## src/rtl/rss_defines.svh

```systemverilog
`ifndef RSS_DEFINES_SVH
`define RSS_DEFINES_SVH

// Core clock rate
`define RSS_CLK_MHZ             100
// Post-reset delay, milliseconds
`define RSS_POST_RESET_DELAY_MS 100
// Undervoltage qualifying time, nanoseconds (least time)
`define RSS_UV_MIN_NS           1000
// Start-up wait in oscillator clocks, per oscillator class
`define RSS_START_RC_CLKS       16
`define RSS_START_XTAL_CLKS     1024
`define RSS_START_SLOW_CLKS     2

// Register offsets and control reset value
`define RSS_ADDR_CTRL           8'h00
`define RSS_ADDR_STAT           8'h04
`define RSS_CTRL_RST            8'h03

// Control fields
`define RSS_CTRL_PINRST         0
`define RSS_CTRL_UVEN           1
`define RSS_CTRL_OSC_LO         2
`define RSS_CTRL_OSC_HI         3

// Status fields
`define RSS_STAT_TO             0
`define RSS_STAT_PWRDN          1
`define RSS_STAT_BUSY           2
`define RSS_STAT_UV             3

`endif

```

## src/rtl/rss_pkg.sv

```systemverilog
package rss_pkg;

    typedef enum {
        RSS_ST_RESET,
        RSS_ST_DELAY,
        RSS_ST_RUN,
        RSS_ST_START
    } rss_state_e;

    typedef enum logic [1:0] {
        RSS_OSC_RC   = 2'h0,
        RSS_OSC_XTAL = 2'h1,
        RSS_OSC_SLOW = 2'h2
    } rss_osc_e;

endpackage

```

## src/rtl/rss_uv_if.sv

```systemverilog
`timescale 1ns/10ps
`default_nettype none

interface rss_uv_if;
    logic clkEn;
    logic enable;
    logic rawLow;
    logic qualified;

    modport filt (
        input  clkEn,
        input  enable,
        input  rawLow,
        output qualified
    );

    modport user (
        output clkEn,
        output enable,
        output rawLow,
        input  qualified
    );
endinterface

`default_nettype wire

```

## src/rtl/reset_source_sequencer.sv

```systemverilog
// Overview of operation
// - Power-on presets ports high, execution at zero
// - Hold core for post-reset delay afterwards
// - Option chooses reset pin or port bit
// - Low reset pin keeps core in reset
// - Pin reset zeroes program counter, then runs
// - Undervoltage must persist minimum time to reset
// - Running watchdog time-out acts as pin reset
// - Sleeping watchdog time-out clears only PC, SP
// - Wake from watchdog waits oscillator start-up time
// - Cause flags updated per reset type
// - Reset disables all interrupt sources
// - Reset clears watchdog, counting starts after
// - Reset switches timer counters off
// - Ports inputs, analog pins to converter
// - Stack pointer set to top after reset
// - Low-voltage reset is full pin-like reset
// - Watchdog cleared by pin, clear, halt
`timescale 1ns/10ps
`default_nettype none
`include "rss_defines.svh"

module reset_source_sequencer
    import rss_pkg::*;
#(
    parameter int unsigned POST_RESET_CYCLES =
        `RSS_POST_RESET_DELAY_MS * 1000 * `RSS_CLK_MHZ,
    parameter int unsigned UV_MIN_CYCLES =
        (`RSS_UV_MIN_NS * `RSS_CLK_MHZ + 999) / 1000
) (
    // Clock, reset, enable
    input  wire logic       core_clk,
    input  wire logic       reset_n,
    input  wire logic       clkEn,
    // Register port
    input  wire logic [7:0] regAddr,
    input  wire logic [7:0] regWrData,
    input  wire logic       regWr,
    input  wire logic       regRd,
    output var  logic [7:0] regRdData,
    // Pins and supply monitor
    input  wire logic       external_reset_pin_n,
    input  wire logic       underVoltage,
    // Core and watchdog side
    input  wire logic       wdtTimeout,
    input  wire logic       sleepMode,
    input  wire logic       wdtClearInstr,
    input  wire logic       haltInstr,
    // Reset controls to the core
    output var  logic       coreReset,
    output var  logic       startUpWait,
    output var  logic       pcClear,
    output var  logic       spClear,
    output var  logic       periphInit,
    output var  logic       wdtClear,
    // Cause flags and shared pin
    output var  logic       timeout_cause_flag,
    output var  logic       power_down_flag,
    output var  logic       shared_port_bit
);
    localparam int CW = $clog2(POST_RESET_CYCLES + `RSS_START_XTAL_CLKS + 1);

    rss_uv_if uvBus ();

    // Registers
    rss_state_e  state_ff;
    rss_state_e  nxt_state;
    logic [CW-1:0] cnt_ff;
    logic [CW-1:0] nxt_cnt;
    logic [7:0]  ctrl_ff;
    logic        pinMeta_ff;
    logic        pinSync_ff;
    logic        uvMeta_ff;
    logic        uvSync_ff;
    logic        to_ff;
    logic        pwrDown_ff;
    logic        coreReset_ff;
    logic        startUp_ff;
    logic        pcClear_ff;
    logic        spClear_ff;
    logic        wdtClear_ff;
    logic        portBit_ff;
    logic [7:0]  rdData_ff;

    // Decode
    logic        pinIsReset;
    logic        uvRstEn;
    rss_osc_e    oscSel;
    logic        extActive;
    logic        anyActive;
    logic        wdtRunEvt;
    logic        wdtSleepEvt;
    logic        nxtFull;
    logic        nxtWake;
    logic [CW-1:0] startLimit;
    logic        delayDone;
    logic        startDone;
    logic        wrCtrl;
    logic        wrStat;
    logic        toClr;
    logic        pwrDownClr;
    logic [7:0]  statView;
    logic [7:0]  rdMux;

    assign pinIsReset = ctrl_ff[`RSS_CTRL_PINRST];
    assign uvRstEn    = ctrl_ff[`RSS_CTRL_UVEN];
    assign oscSel     = rss_osc_e'(ctrl_ff[`RSS_CTRL_OSC_HI:`RSS_CTRL_OSC_LO]);

    // Low-voltage path shares the pin path's full reset
    assign extActive  = pinIsReset && !pinSync_ff;
    assign anyActive  = extActive || uvBus.qualified;

    assign uvBus.clkEn  = clkEn;
    assign uvBus.enable = uvRstEn;
    assign uvBus.rawLow = uvSync_ff;

    rss_uv_filter #(
        .MIN_CYCLES (UV_MIN_CYCLES)
    ) uFilter (
        .core_clk (core_clk),
        .reset_n  (reset_n),
        .uv       (uvBus.filt)
    );

    // Watchdog only counts as an event once the core is running
    assign wdtRunEvt   = (state_ff == RSS_ST_RUN) && !anyActive
                         && wdtTimeout && !sleepMode;
    assign wdtSleepEvt = (state_ff == RSS_ST_RUN) && !anyActive
                         && wdtTimeout && sleepMode;

    always_comb begin
        unique case (oscSel)
            RSS_OSC_RC:   startLimit = CW'(`RSS_START_RC_CLKS);
            RSS_OSC_XTAL: startLimit = CW'(`RSS_START_XTAL_CLKS);
            RSS_OSC_SLOW: startLimit = CW'(`RSS_START_SLOW_CLKS);
            default:      startLimit = CW'(`RSS_START_XTAL_CLKS);
        endcase
    end

    assign delayDone = (cnt_ff == CW'(POST_RESET_CYCLES - 1));
    assign startDone = (cnt_ff == startLimit - CW'(1));

    always_comb begin
        nxt_state = state_ff;
        nxt_cnt   = cnt_ff;
        unique case (state_ff)
            RSS_ST_RESET: begin
                nxt_cnt = '0;
                if (!anyActive) begin
                    nxt_state = RSS_ST_DELAY;
                end
            end
            RSS_ST_DELAY: begin
                if (anyActive) begin
                    nxt_state = RSS_ST_RESET;
                    nxt_cnt   = '0;
                end else if (delayDone) begin
                    nxt_state = RSS_ST_RUN;
                    nxt_cnt   = '0;
                end else begin
                    nxt_cnt = cnt_ff + CW'(1);
                end
            end
            RSS_ST_RUN: begin
                nxt_cnt = '0;
                if (anyActive || wdtRunEvt) begin
                    nxt_state = RSS_ST_RESET;
                end else if (wdtSleepEvt) begin
                    nxt_state = RSS_ST_START;
                end
            end
            RSS_ST_START: begin
                if (anyActive) begin
                    nxt_state = RSS_ST_RESET;
                    nxt_cnt   = '0;
                end else if (startDone) begin
                    nxt_state = RSS_ST_RUN;
                    nxt_cnt   = '0;
                end else begin
                    nxt_cnt = cnt_ff + CW'(1);
                end
            end
        endcase
    end

    assign nxtFull = (nxt_state == RSS_ST_RESET)
                     || (nxt_state == RSS_ST_DELAY);
    assign nxtWake = wdtSleepEvt;

    // Register port; a flag set in the same cycle beats its clear
    assign wrCtrl = regWr && (regAddr == `RSS_ADDR_CTRL);
    assign wrStat = regWr && (regAddr == `RSS_ADDR_STAT);
    assign toClr  = wrStat && regWrData[`RSS_STAT_TO];
    assign pwrDownClr = wrStat && regWrData[`RSS_STAT_PWRDN];

    always_comb begin
        statView = 8'h00;
        statView[`RSS_STAT_TO]   = to_ff;
        statView[`RSS_STAT_PWRDN] = pwrDown_ff;
        statView[`RSS_STAT_BUSY] = coreReset_ff || startUp_ff;
        statView[`RSS_STAT_UV]   = uvBus.qualified;
    end

    assign rdMux = (regAddr == `RSS_ADDR_CTRL) ? ctrl_ff :
                   (regAddr == `RSS_ADDR_STAT) ? statView : 8'h00;

    // Two-stage synchronisers for the pin and the monitor
    always_ff @(posedge core_clk) begin
        if (!reset_n) begin
            pinMeta_ff <= 1'b1;
            pinSync_ff <= 1'b1;
            uvMeta_ff  <= 1'b0;
            uvSync_ff  <= 1'b0;
            portBit_ff <= 1'b1;
        end else if (clkEn) begin
            pinMeta_ff <= external_reset_pin_n;
            pinSync_ff <= pinMeta_ff;
            uvMeta_ff  <= underVoltage;
            uvSync_ff  <= uvMeta_ff;
            portBit_ff <= pinSync_ff;
        end
    end

    // Power-on starts held in reset, flags cleared
    always_ff @(posedge core_clk) begin
        if (!reset_n) begin
            state_ff <= RSS_ST_RESET;
            cnt_ff   <= '0;
            ctrl_ff  <= `RSS_CTRL_RST;
            to_ff    <= 1'b0;
            pwrDown_ff <= 1'b0;
        end else if (clkEn) begin
            state_ff <= nxt_state;
            cnt_ff   <= nxt_cnt;
            if (wrCtrl) begin
                ctrl_ff <= regWrData;
            end
            if (wdtRunEvt || wdtSleepEvt) begin
                to_ff <= 1'b1;
            end else if (toClr) begin
                to_ff <= 1'b0;
            end
            if (wdtSleepEvt) begin
                pwrDown_ff <= 1'b1;
            end else if (pwrDownClr) begin
                pwrDown_ff <= 1'b0;
            end
        end
    end

    // Full reset holds PC at zero and presets peripherals
    always_ff @(posedge core_clk) begin
        if (!reset_n) begin
            coreReset_ff <= 1'b1;
            startUp_ff   <= 1'b0;
            pcClear_ff   <= 1'b1;
            spClear_ff   <= 1'b0;
            wdtClear_ff  <= 1'b1;
            rdData_ff    <= 8'h00;
        end else if (clkEn) begin
            coreReset_ff <= nxtFull;
            startUp_ff   <= (nxt_state == RSS_ST_START);
            pcClear_ff   <= nxtFull || nxtWake;
            spClear_ff   <= nxtWake;
            wdtClear_ff  <= nxtFull || extActive || wdtClearInstr
                            || haltInstr;
            rdData_ff    <= regRd ? rdMux : 8'h00;
        end
    end

    assign regRdData          = rdData_ff;
    assign coreReset          = coreReset_ff;
    assign startUpWait        = startUp_ff;
    assign pcClear            = pcClear_ff;
    assign spClear            = spClear_ff;
    // Ports to inputs, interrupts off, timers off, SP to top
    assign periphInit         = coreReset_ff;
    assign wdtClear           = wdtClear_ff;
    assign timeout_cause_flag = to_ff;
    assign power_down_flag    = pwrDown_ff;
    assign shared_port_bit    = portBit_ff;
endmodule

`default_nettype wire

```

## src/rtl/rss_uv_filter.sv

```systemverilog
`timescale 1ns/10ps
`default_nettype none

module rss_uv_filter
    import rss_pkg::*;
#(
    parameter int unsigned MIN_CYCLES = 100
) (
    // Clock and reset
    input  wire logic core_clk,
    input  wire logic reset_n,
    // Monitor side
    rss_uv_if.filt    uv
);
    localparam int CW = $clog2(MIN_CYCLES + 1);

    logic [CW-1:0] runCnt_ff;
    logic          qual_ff;
    logic          hit;

    assign hit = (runCnt_ff == CW'(MIN_CYCLES - 1));
    assign uv.qualified = qual_ff;

    // Any gap in the low indication restarts the qualification
    always_ff @(posedge core_clk) begin
        if (!reset_n) begin
            runCnt_ff <= '0;
            qual_ff   <= 1'b0;
        end else if (uv.clkEn) begin
            if (!uv.enable || !uv.rawLow) begin
                runCnt_ff <= '0;
                qual_ff   <= 1'b0;
            end else if (hit) begin
                qual_ff   <= 1'b1;
            end else begin
                runCnt_ff <= runCnt_ff + CW'(1);
            end
        end
    end
endmodule

`default_nettype wire

```

## config.mk

```make
export PLATFORM = sky130hd
export DESIGN_NAME = reset_source_sequencer
export DESIGN_NICKNAME = d
export VERILOG_FILES = /design/src/rtl/rss_pkg.sv /design/src/rtl/rss_uv_if.sv /design/src/rtl/reset_source_sequencer.sv /design/src/rtl/rss_uv_filter.sv
export VERILOG_INCLUDE_DIRS = /design/src /design/src/rtl
export SDC_FILE = /design/constraint.sdc
export NUM_CORES = 1
export LEC_CHECK = 0
export BUFFER_PORTS_ARGS = -buffer_cell sky130_fd_sc_hd__buf_2
export CAP_MARGIN = 20
export CORE_AREA = 2 2 90 92
export DETAILED_ROUTE_END_ITERATION = 10
export DIE_AREA = 0 0 92 94
export GPL_TIMING_DRIVEN = 0
export PLACE_DENSITY_LB_ADDON = 0.08
export SYNTH_ARGS = -nofsm -noshare
export SYNTH_HDL_FRONTEND = slang
export SYNTH_SLANG_ARGS = --single-unit
```

## constraint.sdc

```tcl
create_clock -name core_clk -period 2.2 [get_ports core_clk]
set_input_delay 0.11 -clock core_clk [delete_from_list [all_inputs] [get_ports core_clk]]
set_output_delay 0.11 -clock core_clk [all_outputs]
set_load 0.03 [all_outputs]
```

# Yosys cells after proc, flatten, opt, wreduce, memory -nomap -nowiden
# Cells that the tools add are included.
[totals]
regBits = 92
output_inout_bits = 17
word_cells = 95
[classes]
n_addsub = 3
eq_ne = 12
n_mux = 25
n_reduce_logical = 37
[op_table]
columns = ["cell", "n"]
rows = [
  ["$mux 32", 7],
  ["$pmux 32 s4", 1],
  ["$eq 32x2->1 const B", 3],
  ["$mux 24", 4],
  ["$pmux 24 s3", 1],
  ["$eq 32x3->1 const B", 2],
  ["$logic_not 32->1", 2],
  ["$eq 32x1->1 const B", 1],
  ["$add 24x1->24 const B", 1],
  ["$eq 24x24->1", 1],
  ["$eq 24x24->1 const B", 1],
  ["$sub 24x1->24 const B", 1],
  ["$pmux 11 s2", 1],
  ["$mux 8", 2],
  ["$mux 7", 2],
  ["$logic_or 1x1->1", 10],
  ["$reduce_and 2->1", 5],
  ["$logic_and 1x1->1", 9],
  ["$eq 8x3->1 const B", 1],
  ["$logic_not 8->1", 1],
  ["$add 7x1->7 const B", 1],
  ["$eq 7x7->1 const B", 1],
  ["$mux 1", 6],
  ["$reduce_bool 2->1", 3],
  ["6 further kinds", 10],
]

# Longest topological paths before layout
[logic_depth]
depth_word = 15
mapped_depth = 9

# Modules after synthesis
# A second synthesis with hierarchy kept.
[unflattened]
cells_unflattened = 453
hier_area_um2 = 3970.1
[modules_own_cells]
columns = ["module", "instances", "cells_each", "area_per_inst_um2", "seq_area_each_um2"]
rows = [
  ["reset_source_sequencer", 1, 404, 3544.6, 1681.6],
  ["rss_uv_filter", 1, 49, 425.4, 160.2],
]

# Least setup slack after synthesis
# No wires, ideal clock.
[synth_timing]
kind = "register to register"
startpoint = "register cnt_ff[1]"
endpoint = "register cnt_ff[16]"
setup_time_ns = 0.122
t_arrival_ns = 2.100
required_time_ns = 2.078
path_slack_ns = -0.022
path_stages_with_launch = 10
period_less_slack_ns = 2.222
path_cell_list = "dfxtp_1 -> ha_1 -> and3_1 -> nand3_1 -> nor4_1 -> a21oi_1 -> o211ai_4 -> buf_6 -> nor2_1 -> a221o_1"
[synth_between]
elab_chain_len = 4
word_cells_on_any_way = 8
[synth_lines]
columns = ["element", "line", "rtl"]
rows = [
  ["from (decl)", "reset_source_sequencer.sv:68", "logic [CW-1:0] cnt_ff;"],
  ["from (signal assigned)", "reset_source_sequencer.sv:234", "cnt_ff <= nxt_cnt;"],
  ["$add 24x1->24, or another cell as far along", "reset_source_sequencer.sv:161, reset_source_sequencer.sv:180", ""],
  ["$mux 24 (on tied branches)", "reset_source_sequencer.sv:176, reset_source_sequencer.sv:157", ""],
  ["$mux 24 (on tied branches)", "reset_source_sequencer.sv:173, reset_source_sequencer.sv:154", ""],
  ["$pmux 24 s3 *", "reset_source_sequencer.sv:146", "unique case (state_ff)"],
]
# Every way passes the cells marked *; elsewhere a longest branch is shown, timed or not.
# A chain may end at the register's enable or synchronous reset.

# Final worst setup path
[layout_timing]
startpoint = "register cnt_ff[6]"
endpoint = "register cnt_ff[16]"
# Same word-level chain as after synthesis.

==> metrics.txt <==
status=complete, but fails checks; failing checks=setup timing; R2R cell count=8; FFs w/ async S/R, synth=0%; num rows=32; CP cell instances=nor4_4 > a2bb2oi_1 > or4_4 > and4_4 > o211ai_4 > buf_6 > nor2_2 > a221o_1; Final Setup Violations=12; HPWL after DPL=6.18 mm; register area share after synthesis=47.0%; ys flop type=dfxtp_1; largest net degree at the start of global routing=18; Slowest cell on crit path=or4_4; n_diodes=0; DRC violations left=0; Syn Area/Cell=8.99 µm²; layout cells sized above 1=25.9%; clock sink count=92; worst reg-to-reg setup slack=-120 ps; Worst-path clk slew=100 ps; Hold Path Cell Cnt=3; Skew-Pair Late Insertion Delay=360 ps; CP Launch Type=flop; via count=3430; Gate Count Post-Synth=436; Seq. cell area=1880 µm²; initial antenna violation count=0; final hold vios=0; CP arrival=2570 ps; Max H-tree Level=3; HP Start=regWrData[4]; vias in the first global route=3161; Crit path largest cell delay=560 ps; relative slew slack=56.3%; CTS tree=yes; first-pass GRT wire length=14.7 mm; worst hold path class=input port to flop; die area=8650 µm²; RR Endpoint=cnt_ff[16]; Final GP Congestion=0.871; total CTS buffers=9; global route overflow=0; Max FO, Critical Path=5; Root Buffer Master=clkbuf_8; Final period util=105%; Synth cell types=55; Initial Util=51.5%; EDFF count, synth=0; Max Cap Viol=0; min cycle time layout=2320 ps; Max clock buf depth=2; Ports=44; Setup CP Type=flop to flop; maximum VDD drop=0.400 mV; PortBufs=42; leak pwr=0.00197 µW; post-route ant nets=0; Layout area overhead=25.9%; synthesis-stage register bit count=92; total design power=3080 µW; Clock Skew=12.0 ps; Synthesized Nets=465; RSZ-0062 raised after global routing=true; post-DR vias/cell=5.51; pre-CTS setup slack=-451 ps; Routed WL=9.31 mm; Yosys warning count=0; fin nets=545; core area=7610 µm²; final std cell area, no fill=4940 µm²; reg-to-reg startpoint=cnt_ff[6]; fill count=634; Setup crit end kind=flop; Die X=92 µm; die height=94 µm; DRT iter0 DRCs=117; final core utilization=64.9%; critical path required time=2460 ps; area occupied by multi-input gates=2120 µm²; final worst slack=-120 ps; Placed Area=4270 µm²; worst slew pin tran=655 ps; Wirelength per Cell=14.9 µm; Hold Path End=ctrl_ff[4]; first-pass detailed-route iteration total=4; crit path launch=cnt_ff[6]; leading cell types in the layout, fill and taps excluded=dfxtp_1, buf_2, nand2_1; commonest non-fill, non-tap cell in the layout=dfxtp_1; Mapped Area=3920 µm²; GRT Overall Usage=21.6%; Fmax=431 MHz; power per cell area=623 nW/µm²; Slew Viols, Final=0
synthesized netlist by cell type (7+ instances only):
cell type | instances | area share [%]
a22oi_1 | 7 | 1.3
nor4_1 | 14 | 2.2
or3_1 | 7 | 1.1
nor2_1 | 25 | 2.4
nand2_1 | 41 | 3.9
nor3_1 | 7 | 0.89
nand4_1 | 11 | 1.8
o21ai_0 | 21 | 2.7
a21oi_1 | 11 | 1.4
mux2i_1 | 16 | 4.1
and2_1 | 33 | 5.3
nand3_1 | 19 | 2.4
dfxtp_1 | 92 | 47
inv_1 | 12 | 1.1
clkbuf_1 | 12 | 1.1
nor2b_1 | 22 | 3.5
per-layer routing:
metal  global-route usage (%)  wire length (µm)  vias to the layer above
met1                     28.2              4430                     1640
met5                        0                 0                        -
li1                         -                 -                     1706
met3                     5.22               412                        7
met4                     7.96               101                        0
met2                     34.9              4370                       77
power by group:
group / leakage [µW] / switching [µW] / internal [µW] / total (µW)
Sequential: 0.000753 / 12.8 / 1670 / 1680
Clock: 0.000107 / 631 / 545 / 1180
Combinational: 0.00111 / 128 / 90.7 / 219
metrics by stage:
step	setup TNS [ps]	instances	hold slack (ps)
floorplan	0	436	238
global placement	-7350	580	337
detailed placement	-7420	580	339
CTS	-745	617	9.23
global route	-1960	623	64.5
finish	-666	623	20.8
worst max-delay path by stage:
stage,endpoint,slack [ps],depth (start not counted)
global route,cnt_ff[16],-170,8
detailed placement,pcClear,-450,8
floorplan,cnt_ff[16],9,8
global placement,pcClear,-440,8
CTS,cnt_ff[5],-120,8
finish,cnt_ff[16],-120,8
registers in the layout, indices dropped and copies added, names as in the netlist:
signal	flops
ctrl_ff	8
cnt_ff	24
uvMeta_ff	1
uvBus.rawLow	1
uFilter.uv.qualified	1
wdtClear	1
startUpWait	1
spClear	1
timeout_cause_flag	1
coreReset	1
pinMeta_ff	1
shared_port_bit	1
pcClear	1
power_down_flag	1
regRdData	8
pinSync_ff	1
state_ff	32
uFilter.runCnt_ff	7
logic make-up after synthesis:
| logic type | Yosys count | synth area share [%] |
|---|---|---|
| muxes | 17 | 4.37 |
| xor gates and xnor gates | 10 | 2.23 |
| buffers and inverters | 33 | 3.80 |
| DFF | 92 | 47.0 |
| adders and majority gates | 2 | 0.638 |
| AOI/OAI and AO/OA | 77 | 13.3 |
| and+or+nand+nor | 205 | 28.7 |
worst max-delay path: cells and delay by family (launching register included):
family / cells / cell delay (ps)
simple gates: 4 / 1080
compound gates: 3 / 580
flops: 1 / 380
buf+inv: 1 / 160
timing repair:
item | CTS | global route
setup endpoints to repair | 28 | 27
hold buffers | 7 | 0
endpoints found under the hold margin | 7 | 0
cloned | 2 | 0
buffers inserted | 12 | 6
gates resized for setup | 41 | 34
pin swaps | 14 | 12
cell type report:
type                    count  area share (%)
repair buffers             69            8.87
multi-input cells         311            42.9
flip-flops and latches     92            38.1
well taps                 102            2.58
clock inverters             7            1.65
plain buffers              20            2.38
clock buffers               9            2.51
inverters                  13           0.988
Note: power is estimated with default switching activity, not from simulation.
